$ cat src/boot_strap_pkg.sv
// shared constants and types for the strap latch boot configuration block
package boot_strap_pkg;

   // ***************************************************************
   // strap bit positions and pull defaults
   // ***************************************************************
   localparam int STRAP_W = 5;
   localparam int STRAP_A_BIT = 0;
   localparam int STRAP_B_BIT = 1;
   localparam int STRAP_C_BIT = 2;
   localparam int STRAP_D_BIT = 3;
   localparam int STRAP_E_BIT = 4;
   // only strap b has a weak pull-up; the rest float
   localparam logic [4:0] PULL_UP_RST = 5'h02;

   // ***************************************************************
   // timing
   // ***************************************************************
   localparam int HOLD_MS = 3;
   localparam int CLK_KHZ = 250000;
   localparam int HOLD_CYCLES = HOLD_MS * CLK_KHZ;
   localparam int SYNC_STAGES = 2;

   // ***************************************************************
   // carriers
   // ***************************************************************
   typedef struct packed {
      logic e;
      logic d;
      logic c;
      logic b;
      logic a;
   } strap_t;

   typedef struct packed {
      logic usb_serial_disable;
      logic debug_select_enable;
      logic usb_debug_disable;
      logic pad_debug_disable;
      logic usb_print_disable;
      logic [1:0] serial_print;
   } fuse_t;

   localparam int FUSE_W = 7;
   localparam logic [6:0] FUSE_RST = 7'h00;
   localparam logic [4:0] STRAP_RST = 5'h00;

   typedef enum logic [1:0] {
      BOOT_NONE = 2'h0,
      BOOT_SPI = 2'h1,
      BOOT_JOINT = 2'h2
   } boot_mode_t;

   typedef enum logic [1:0] {
      DBG_USB = 2'h0,
      DBG_PINS = 2'h1,
      DBG_OFF = 2'h2
   } debug_src_t;

   typedef struct packed {
      boot_mode_t boot_mode;
      logic sample_rise;
      logic drive_rise;
      logic serial_print_en;
      logic usb_print_en;
      debug_src_t debug_src;
   } boot_cfg_t;

   localparam boot_cfg_t CFG_RST = '{boot_mode: BOOT_NONE, sample_rise: 1'b0, drive_rise: 1'b0,
                                     serial_print_en: 1'b0, usb_print_en: 1'b0, debug_src: DBG_OFF};

   typedef enum logic [2:0] {
      ST_OFF = 3'h1,
      ST_SAMPLE = 3'h2,
      ST_RUN = 3'h4
   } boot_state_t;

endpackage

$ cat src/level_sync.sv
// two-stage synchroniser for a bus of independent pin levels
`timescale 1ns/100ps
`default_nettype none
module level_sync #(
   parameter int WIDTH = 6
) (
   // clock and reset
   input wire logic core_clk_in,
   input wire logic srst_in,
   // levels
   input wire logic [WIDTH-1:0] async_in,
   output logic [WIDTH-1:0] sync_out
);

   logic [WIDTH-1:0] meta_r;
   logic [WIDTH-1:0] sync_r;

   if (WIDTH < 1) begin : g_bad_width
      $error("level_sync width must be positive");
   end

   // ***************************************************************
   // per-bit stages
   // ***************************************************************
   // first stage feeds only the second; bits are not coherent as a word
   for (genvar i = 0; i < WIDTH; i++) begin : g_bit
      always_ff @(posedge core_clk_in) begin
         if (srst_in) begin
            meta_r[i] <= 1'b0;
            sync_r[i] <= 1'b0;
         end else begin
            meta_r[i] <= async_in[i];
            sync_r[i] <= meta_r[i];
         end
      end
   end

   assign sync_out = sync_r;

endmodule // level_sync
`default_nettype wire

$ cat src/boot_cfg_decode.sv
// decodes latched straps and fuse snapshot into boot selections
`timescale 1ns/100ps
`default_nettype none
module boot_cfg_decode (
   // latched inputs
   input wire boot_strap_pkg::strap_t strap_in,
   input wire boot_strap_pkg::fuse_t fuse_in,
   // selections
   output boot_strap_pkg::boot_cfg_t cfg_out
);

   always_comb begin
      cfg_out = boot_strap_pkg::CFG_RST;
      if (strap_in.b) begin
         cfg_out.boot_mode = boot_strap_pkg::BOOT_SPI;
      end else if (strap_in.a) begin
         cfg_out.boot_mode = boot_strap_pkg::BOOT_JOINT;
      end else begin
         cfg_out.boot_mode = boot_strap_pkg::BOOT_NONE;
      end
      cfg_out.sample_rise = strap_in.c;
      cfg_out.drive_rise = strap_in.d;
      case (fuse_in.serial_print)
         2'h0: cfg_out.serial_print_en = 1'b1;
         2'h1: cfg_out.serial_print_en = ~strap_in.a;
         2'h2: cfg_out.serial_print_en = strap_in.a;
         default: cfg_out.serial_print_en = 1'b0;
      endcase
      cfg_out.usb_print_en = ~fuse_in.usb_serial_disable & ~fuse_in.usb_print_disable;
      case ({fuse_in.pad_debug_disable, fuse_in.usb_debug_disable})
         2'h0: begin
            if (fuse_in.debug_select_enable && !strap_in.e) begin
               cfg_out.debug_src = boot_strap_pkg::DBG_PINS;
            end else begin
               cfg_out.debug_src = boot_strap_pkg::DBG_USB;
            end
         end
         2'h2: cfg_out.debug_src = boot_strap_pkg::DBG_USB;
         2'h1: cfg_out.debug_src = boot_strap_pkg::DBG_PINS;
         default: cfg_out.debug_src = boot_strap_pkg::DBG_OFF;
      endcase
   end

endmodule // boot_cfg_decode
`default_nettype wire

$ cat src/strap_latch_boot_config.sv
// strap sampling, latch, fuse store and boot configuration outputs
`timescale 1ns/100ps
`default_nettype none
// Overview of operation
// - run while power-up pin high; hold disabled while it is low
// - boot parameters come only from strap levels and fuses, no firmware
// - straps a,b boot; c,d edges; a plus fuses print; e plus fuses debug
// - each strap has a latch sampled at reset, kept until power-down
// - captured latch changes only when srst_in clears it or at the next power-down
// - after capture pins become general purpose; latched values stay available
// - straps held 3 ms after power-up; sample inside, then release pins
// - unconnected strap b pulls up to 1; others float
// - unprogrammed fuse bits read 0
// - fuse bits only ever set by programming; srst_in clears them back to 0
// - b=1 selects flash boot; a=1,b=0 selects joint download
// - c selects sampling edge, d driving edge; 1 rising, 0 falling
// - debug source from disable fuses, select-enable fuse and strap e
module strap_latch_boot_config #(
   parameter int unsigned HOLD_CYCLES = boot_strap_pkg::HOLD_CYCLES
) (
   // clock and reset
   input wire logic core_clk_in,
   input wire logic srst_in,
   // pins
   input wire logic power_up_pin_in,
   input wire logic strap_pin_a_in,
   input wire logic strap_pin_b_in,
   input wire logic strap_pin_c_in,
   input wire logic strap_pin_d_in,
   input wire logic strap_pin_e_in,
   // fuse programming from the fuse controller
   input wire boot_strap_pkg::fuse_t fuse_prog_in,
   // status
   output logic chip_enable_out,
   output logic pins_released_out,
   output logic config_valid_out,
   output logic [4:0] pull_up_en_out,
   // configuration
   output boot_strap_pkg::strap_t strap_latched_out,
   output boot_strap_pkg::fuse_t fuse_out,
   output boot_strap_pkg::boot_cfg_t boot_cfg_out
);

   localparam int CW = $clog2(HOLD_CYCLES + 1);
   // two sync stages lag the pin, so sampling sits three cycles early
   // to read the straps before the hold window closes
   localparam logic [CW-1:0] CNT_LAST = CW'(HOLD_CYCLES - 3);

   // a shorter window leaves no cycle for the sample point
   if (HOLD_CYCLES < 3) begin : g_bad_hold
      $error("hold window must be at least three cycles");
   end

   // ***************************************************************
   // pin synchronisers
   // ***************************************************************
   logic [5:0] pins_async;
   logic [5:0] pins_sync;
   logic pu_s;
   boot_strap_pkg::strap_t strap_s;

   assign pins_async = {strap_pin_e_in, strap_pin_d_in, strap_pin_c_in,
                        strap_pin_b_in, strap_pin_a_in, power_up_pin_in};

   level_sync #(
      .WIDTH(6)
   ) u_sync (
      .core_clk_in(core_clk_in),
      .srst_in(srst_in),
      .async_in(pins_async),
      .sync_out(pins_sync)
   );

   assign pu_s = pins_sync[0];
   assign strap_s = boot_strap_pkg::strap_t'(pins_sync[5:1]);

   // ***************************************************************
   // power state machine
   // ***************************************************************
   boot_strap_pkg::boot_state_t state_r;
   boot_strap_pkg::boot_state_t state_nxt;
   logic [CW-1:0] cnt_r;
   logic capture;

   // sampling point lies inside the hold window, ahead of the sync lag
   assign capture = (state_r == boot_strap_pkg::ST_SAMPLE) && pu_s && (cnt_r == CNT_LAST);

   always_comb begin
      state_nxt = state_r;
      case (state_r)
         boot_strap_pkg::ST_OFF: begin
            if (pu_s) begin
               state_nxt = boot_strap_pkg::ST_SAMPLE;
            end
         end
         boot_strap_pkg::ST_SAMPLE: begin
            if (!pu_s) begin
               state_nxt = boot_strap_pkg::ST_OFF;
            end else if (capture) begin
               state_nxt = boot_strap_pkg::ST_RUN;
            end
         end
         boot_strap_pkg::ST_RUN: begin
            if (!pu_s) begin
               state_nxt = boot_strap_pkg::ST_OFF;
            end
         end
         default: state_nxt = boot_strap_pkg::ST_OFF;
      endcase
   end

   always_ff @(posedge core_clk_in) begin
      if (srst_in) begin
         state_r <= boot_strap_pkg::ST_OFF;
      end else begin
         state_r <= state_nxt;
      end
   end

   always_ff @(posedge core_clk_in) begin
      if (srst_in) begin
         cnt_r <= '0;
      end else if (state_r == boot_strap_pkg::ST_SAMPLE && pu_s && !capture) begin
         cnt_r <= cnt_r + CW'(1);
      end else begin
         cnt_r <= '0;
      end
   end

   always_ff @(posedge core_clk_in) begin
      if (srst_in) begin
         chip_enable_out <= 1'b0;
      end else begin
         chip_enable_out <= pu_s && (state_r != boot_strap_pkg::ST_OFF);
      end
   end

   // ***************************************************************
   // fuse store
   // ***************************************************************
   boot_strap_pkg::fuse_t fuse_r;
   boot_strap_pkg::fuse_t fuse_lat_r;

   // blank store reads zero; programming only ever sets bits
   always_ff @(posedge core_clk_in) begin
      if (srst_in) begin
         fuse_r <= boot_strap_pkg::fuse_t'(boot_strap_pkg::FUSE_RST);
      end else begin
         fuse_r <= fuse_r | fuse_prog_in;
      end
   end

   assign fuse_out = fuse_r;

   // ***************************************************************
   // strap latches and fuse snapshot
   // ***************************************************************
   // capture once per power-up; cleared at power-down, no other write path
   always_ff @(posedge core_clk_in) begin
      if (srst_in) begin
         strap_latched_out <= boot_strap_pkg::strap_t'(boot_strap_pkg::STRAP_RST);
      end else if (capture) begin
         strap_latched_out <= strap_s;
      end else if (!pu_s) begin
         strap_latched_out <= boot_strap_pkg::strap_t'(boot_strap_pkg::STRAP_RST);
      end
   end

   // fuses snapshot with the straps so later programming stays out
   always_ff @(posedge core_clk_in) begin
      if (srst_in) begin
         fuse_lat_r <= boot_strap_pkg::fuse_t'(boot_strap_pkg::FUSE_RST);
      end else if (capture) begin
         fuse_lat_r <= fuse_r;
      end
   end

   // weak pull-up on strap b only, held from reset
   always_ff @(posedge core_clk_in) begin
      if (srst_in) begin
         pull_up_en_out <= boot_strap_pkg::PULL_UP_RST;
      end else begin
         pull_up_en_out <= boot_strap_pkg::PULL_UP_RST;
      end
   end

   // ***************************************************************
   // decoded configuration
   // ***************************************************************
   boot_strap_pkg::boot_cfg_t cfg_dec;

   boot_cfg_decode u_decode (
      .strap_in(strap_latched_out),
      .fuse_in(fuse_lat_r),
      .cfg_out(cfg_dec)
   );

   // outputs valid one cycle into run, frozen until power-down
   always_ff @(posedge core_clk_in) begin
      if (srst_in) begin
         boot_cfg_out <= boot_strap_pkg::CFG_RST;
         config_valid_out <= 1'b0;
      end else if (state_r == boot_strap_pkg::ST_RUN && pu_s && !config_valid_out) begin
         boot_cfg_out <= cfg_dec;
         config_valid_out <= 1'b1;
      end else if (!pu_s) begin
         boot_cfg_out <= boot_strap_pkg::CFG_RST;
         config_valid_out <= 1'b0;
      end
   end

   // pins handed to general use with the valid configuration
   always_ff @(posedge core_clk_in) begin
      if (srst_in) begin
         pins_released_out <= 1'b0;
      end else begin
         pins_released_out <= pu_s && (state_r == boot_strap_pkg::ST_RUN);
      end
   end

   // ***************************************************************
   // assertions
   // ***************************************************************
   // pu_s high time seen by the checks, saturating at the window length
   logic [CW-1:0] pu_hi_cnt_r;

   always_ff @(posedge core_clk_in) begin
      if (srst_in) begin
         pu_hi_cnt_r <= '0;
      end else if (!pu_s) begin
         pu_hi_cnt_r <= '0;
      end else if (pu_hi_cnt_r != CW'(HOLD_CYCLES)) begin
         pu_hi_cnt_r <= pu_hi_cnt_r + CW'(1);
      end
   end
endmodule // strap_latch_boot_config
`default_nettype wire

$ cat config.mk
export PLATFORM = sky130hd
export DESIGN_NAME = strap_latch_boot_config
export DESIGN_NICKNAME = d
export VERILOG_FILES = /design/src/boot_strap_pkg.sv /design/src/level_sync.sv /design/src/boot_cfg_decode.sv /design/src/strap_latch_boot_config.sv
export SDC_FILE = /design/constraint.sdc
export NUM_CORES = 1
export LEC_CHECK = 0
export ABC_AREA = 1
export BUFFER_PORTS_ARGS = -buffer_cell sky130_fd_sc_hd__buf_2
export CAP_MARGIN = 0
export CORE_ASPECT_RATIO = 0.8
export CORE_MARGIN = 2
export CORE_UTILIZATION = 30
export CTS_CLUSTER_SIZE = 16
export DETAILED_ROUTE_END_ITERATION = 10
export PLACE_DENSITY = 0.58
export SYNTH_ARGS = -nofsm -noshare
export SYNTH_HDL_FRONTEND = slang
export SYNTH_SLANG_ARGS = --single-unit
$ cat constraint.sdc
create_clock -name core_clk_in -period 2.1 [get_ports core_clk_in]
set_input_delay 0.21 -clock core_clk_in [delete_from_list [all_inputs] [get_ports core_clk_in]]
set_output_delay 0.21 -clock core_clk_in [all_outputs]
set_load 0.01 [all_outputs]
# --- Word-level counts from Yosys, hierarchy flattened ---
# Index checks and enable logic that the tools add are counted.
word_totals:
  regBits: 65
  latchBits: 0
  mem_bits_rw: 0
  mem_bits_ro: 0
  in_bits: 15
  out_inout_bits: 28
  word_cells: 91
  n_memories: 0
classes:
  n_addsub: 1
  mul: 0
  div: 0
  n_lt_le_gt_ge: 0
  eq_ne: 14
  n_shift: 0
  muxes: 16
  bitwise: 6
  reduce_logical: 14
op_table:
  columns: ["cell", "count"]
  rows:
  - ["$add A20 B1 Y20 const B", 1]
  - ["$eq A20 B20 Y1 const B", 1]
  - ["$mux W8", 2]
  - ["$mux W3", 4]
  - ["$mux W5", 2]
  - ["$pmux W3 S3", 1]
  - ["$logic_and A1 B1 Y1", 7]
  - ["$or A7 B7 Y7", 1]
  - ["$ne A2 B2 Y1 const B", 3]
  - ["$pmux W2 S3", 1]
  - ["$eq A2 B1 Y1 const B", 2]
  - ["$eq A2 B2 Y1 const B", 2]
  - ["$logic_not A2 Y1", 2]
  - ["$mux W2", 2]
  - ["$not A1 Y1", 4]
  - ["$eq A3 B1 Y1 const B", 1]
  - ["$eq A3 B2 Y1 const B", 1]
  - ["$eq A3 B3 Y1 const B", 1]
  - ["$logic_not A1 Y1", 3]
  - ["$mux W1", 3]
  - ["$ne A3 B1 Y1 const B", 1]
  - ["$ne A3 B3 Y1 const B", 1]
  - ["$pmux W1 S3", 1]
  - ["$reduce_and A3 Y1", 1]
  - ["3 further kinds", 3]

# --- Longest topological paths before layout ---
logic_depth:
  ltp_word: 7
  ltp_mapped: 10
  mapped_depth_nobuf: 10

# --- By module ---
# From an unflattened synthesis, not the netlist that was laid out.
unflattened:
  cells_unflattened: 350
  area_unflattened_um2: 2696.3
modules_own_cells:
  columns: ["mod", "instances", "cells_per_inst", "area_per_inst_um2", "seq_area_each_um2"]
  rows:
  - ["strap_latch_boot_config", 1, 295, 2272.2, 1061.0]
  - ["level_sync", 1, 37, 341.6, 240.2]
  - ["boot_cfg_decode", 1, 18, 82.6, 0.0]

# --- Worst setup path before layout ---
# OpenSTA, ideal clock, no wires.
synth_path:
  kind: "register -> register"
  from: "reg cnt_r[0]"
  to: "reg fuse_lat_r[3] (netlist name)"
  setup_time_ns: 0.113
  t_arrival_ns: 1.272
  required_ns: 1.987
  path_slack_ns: 0.714
  stages_incl_launch_ff: 10
  n_path_buf: 1
  synth_period_minus_slack_ns: 1.386
  path_cell_list: "dfxtp_1 -> ha_1 -> nand2_1 -> nor2_1 -> nand2_1 -> nor2_4 -> nand3_4 -> buf_6 -> o21ai_1 -> nor2_1"
synth_between:
  elab_chain_cells: 2
synth_lines:
  columns: ["item", "line_no", "rtl"]
  rows:
  - ["start, declared", "strap_latch_boot_config.sv:82", "logic [CW-1:0] cnt_r;"]
  - ["start signal, assigned", "strap_latch_boot_config.sv:124", "cnt_r <= cnt_r + CW'(1);"]
  - ["$eq A20 B20 Y1", "strap_latch_boot_config.sv:86", "assign capture = (state_r == boot_strap_pkg::ST_SAMPLE) && pu_s && (cnt_r == CNT_LAST);"]
  - ["$logic_and A1 B1 Y1", "strap_latch_boot_config.sv:86", null]
  - ["end signal, assigned", "strap_latch_boot_config.sv:172", "fuse_lat_r <= boot_strap_pkg::fuse_t'(boot_strap_pkg::FUSE_RST);"]
  - ["end signal, assigned", "strap_latch_boot_config.sv:174", "fuse_lat_r <= fuse_r;"]
  - ["end, declared", "strap_latch_boot_config.sv:142", "boot_strap_pkg::fuse_t fuse_lat_r;"]
# Every way passes these cells.
# A chain may end at the register's enable or synchronous reset.

# --- Final worst setup path ---
layout_path:
  from: "reg cnt_r[0]"
  to: "reg fuse_lat_r[2] (netlist name)"
# The elaborated chain is that of the path after synthesis.

==> flow_metrics.py <==
metrics = {
    "worst_setup_path": {
        "crit_required_ns": 2.33,
        "slowest_delay_ns": 0.38,
        "critical_path.max_fanout": 14,
        "timing.critical_path.from_type": "flip-flop",
        "slowest_stage": "dfxtp_1",
        "cp_cell_sequence": "ha_1, nand2_1, nor2_1, nand2_1, nor2_4, nand3_4, o21ai_0, nor2_1",
        "critPathArrivalTime_ns": 1.81,
        "path_class": "reg2reg",
        "worstSetupEndpointType": "flip-flop",
    },
    "synthesis": {
        "synthFlopType": "dfxtp_1",
        "synth_cells": 332,
        "synth_cell_types": 33,
        "yosysMostFrequentCell": "nor2_1",
        "ys_warn_count": 0,
        "avgSynthCellArea_sq_um": 7.80,
        "synth_common_cells": "nor2_1 (70), dfxtp_1 (65), nand2_1 (51)",
        "async_reset_ff_share_pct": 0,
        "syn_area_sq_mm": 0.00259,
        "synthDominantCellAreaShare_pct": 50.3,
        "synth.area.top_cells": "dfxtp_1 (50%), nor2_1 (10%), nand2_1 (7.4%), inv_1 (5.7%), a21oi_1 (3.5%)",
        "synth_seq_area_share_pct": 50.3,
        "ys_seq_elements": 65,
        "yosysTopAreaCell": "dfxtp_1",
        "synth_edf_count": 0,
    },
    "clock_network": {
        "cts_buffer_depth": 2,
        "cts_tree": "built",
        "path_clk_slew_ns": 0.08,
        "clk_latency_ns": 0.34,
        "root_buffer": "clkbuf_8",
        "cts_hold_buf": 0,
        "clock_sinks": 65,
        "cts_setup_buffers": 0,
        "cts-resized-gates": 0,
        "cts_buffers": 9,
        "htree_levels": 3,
    },
    "sta": {
        "setup_viol": 0,
        "maxSlewViolCount": 0,
        "tns_ns": 0,
        "fmax_ghz": 0.635,
        "clock_skew_ns": 0.00913,
        "rsz0062_at_grt": "no",
        "hold_viol_final": 0,
        "setup_slack_ns": 0.526,
        "period_share_pct": 74.9,
        "layout_min_cycle_time_ns": 1.57,
    },
    "layout": {
        "final_layout_size_suffix_gt1_share_pct": 18.5,
        "fin_util_pct": 36.0,
        "nets": 390,
        "antenna_cells": 0,
        "area_growth_pct": 17.5,
        "fillers": 919,
        "finalInstanceArea_sq_mm": 0.00304,
    },
    "place": {
        "io_buffers": 37,
        "dp_slack_ns": 0.532,
        "routabilityCongestion": 0.877,
        "dp_hpwl_um": 3790,
        "place_area_sq_mm": 0.00286,
    },
    "power": {
        "vdd_ir_drop_max_mv": 0.242,
        "power_density_mw_per_mm2": 749,
        "leakagePower_nw": 1.20,
    },
    "status": {
        "status": "finished clean",
    },
    "global_routing": {
        "grt_pass1_vias": 1860,
        "antenna_found_initial": 0,
        "grt_util_all_layers_pct": 11.7,
        "grt_max_degree": 37,
        "overflow": 0,
        "grt_pass1_wl_um": 8510,
    },
    "detailed_routing": {
        "drc": 0,
        "routedWlPerCell_um": 10.5,
        "viasPerCell": 4.20,
        "dr.pass1.iters": 4,
        "drt-initial-drc-count": 135,
        "detail-route-antenna-nets": 0,
        "vias": 2057,
        "drt-total-wl_um": 5160,
    },
    "job": {
        "max_cap_viol_count": 0,
    },
    "floorplanning": {
        "fp.dieH_um": 87.1,
        "die_x_um": 108,
        "initial_core_util_pct": 30.7,
        "num_rows": 30,
        "die_area_sq_mm": 0.00939,
        "io-pin-count": 43,
        "core_sq_mm": 0.00845,
    },
    "hold_path": {
        "hold_class": "in2reg",
    },
}
==> power by group <==
group	switching [mW]	total, mW	internal, mW
registers	0.0119	1.27	1.25
clock network	0.504	0.939	0.435
logic	0.0447	0.0731	0.0285
==> stage by stage <==
| stage | cells | hold WS (ns) | total power, mW |
|---|---|---|---|
| finish | 490 | 0.0718 | 2.28 |
| global route | 490 | 0.0585 | 2.39 |
| CTS | 490 | 0.0595 | 2.31 |
| detailed placement | 474 | 0.400 | 1.37 |
| global placement | 474 | 0.397 | 1.37 |
| floorplan | 335 | 0.317 | 1.34 |
==> critical path, delay by kind of cell (launching register included) <==
kind	cells	cell delay (ns)
compound gates	1	0.26
fa+ha+maj	1	0.16
flops	1	0.38
simple gates	6	0.68
==> worst paths after layout <==
kind	startpoint	to	slack, ns	depth (start not counted)
hold / removal	fuse_prog_in[3]	fuse_out[3]	0.07	3
setup reg to reg	cnt_r[0]	fuse_lat_r[2]	0.53	8
setup / recovery	cnt_r[0]	fuse_lat_r[2]	0.53	8
hold reg to reg	u_sync.meta_r[5]	u_sync.sync_out[5]	0.41	2
==> layout by cell type (no fill, tap or decap), types with 3 or more instances in the layout <==
master | Yosys | layout
a21oi_1 | 18 | 18
buf_2 | 1 | 37
buf_4 | 7 | 3
clkbuf_8 | 0 | 9
clkinvlp_4 | 0 | 3
conb_1 | 2 | 5
dfxtp_1 | 65 | 65
inv_1 | 39 | 39
nand2_1 | 51 | 51
nand3_1 | 17 | 17
nand4_1 | 6 | 6
nor2_1 | 70 | 70
nor2_4 | 3 | 3
nor3_1 | 8 | 8
o21ai_0 | 7 | 7
o21ai_1 | 4 | 4
xor2_1 | 7 | 7
==> cell families after synthesis <==
logic type / count (synthesis) / synth area share, %
other: 2 / 0.290
AOI/OAI and AO/OA: 33 / 6.86
adders and majority gates: 2 / 0.966
xor gates and xnor gates: 9 / 3.05
and+or+nand+nor: 168 / 29.5
DFF: 65 / 50.3
buffers and inverters: 53 / 9.04
==> metal layers <==
metal | routed length (um) | vias to the layer above | GRT usage [%]
li1 | - | 1117 | -
met3 | 243 | 5 | 4.26
met5 | 0 | - | 0
met4 | 61 | 0 | 4.55
met1 | 2800 | 899 | 16.8
met2 | 2050 | 36 | 15.8
==> sequential cells by signal, summed over array words and instances (netlist names) <==
register	flops
cnt_r	20
u_sync.meta_r	6
u_sync.sync_out	6
chip_enable_out	1
strap_latched_out	5
fuse_lat_r	7
pins_released_out	1
fuse_out	7
state_r	3
boot_cfg_out	8
config_valid_out	1
==> final cells by class <==
| cell class | instances | area (sq um) | area share, % |
|---|---|---|---|
| Clock inverter | 7 | 53.8 | 1.77 |
| Multi-Input combinational cell | 217 | 1060 | 35.0 |
| Tap cell | 112 | 140 | 4.61 |
| Timing Repair Buffer | 40 | 208 | 6.83 |
| Sequential cell | 65 | 1300 | 42.8 |
| Inverter | 40 | 150 | 4.94 |
| Clock buffer | 9 | 124 | 4.07 |
Power figures use the tool's default switching activity.
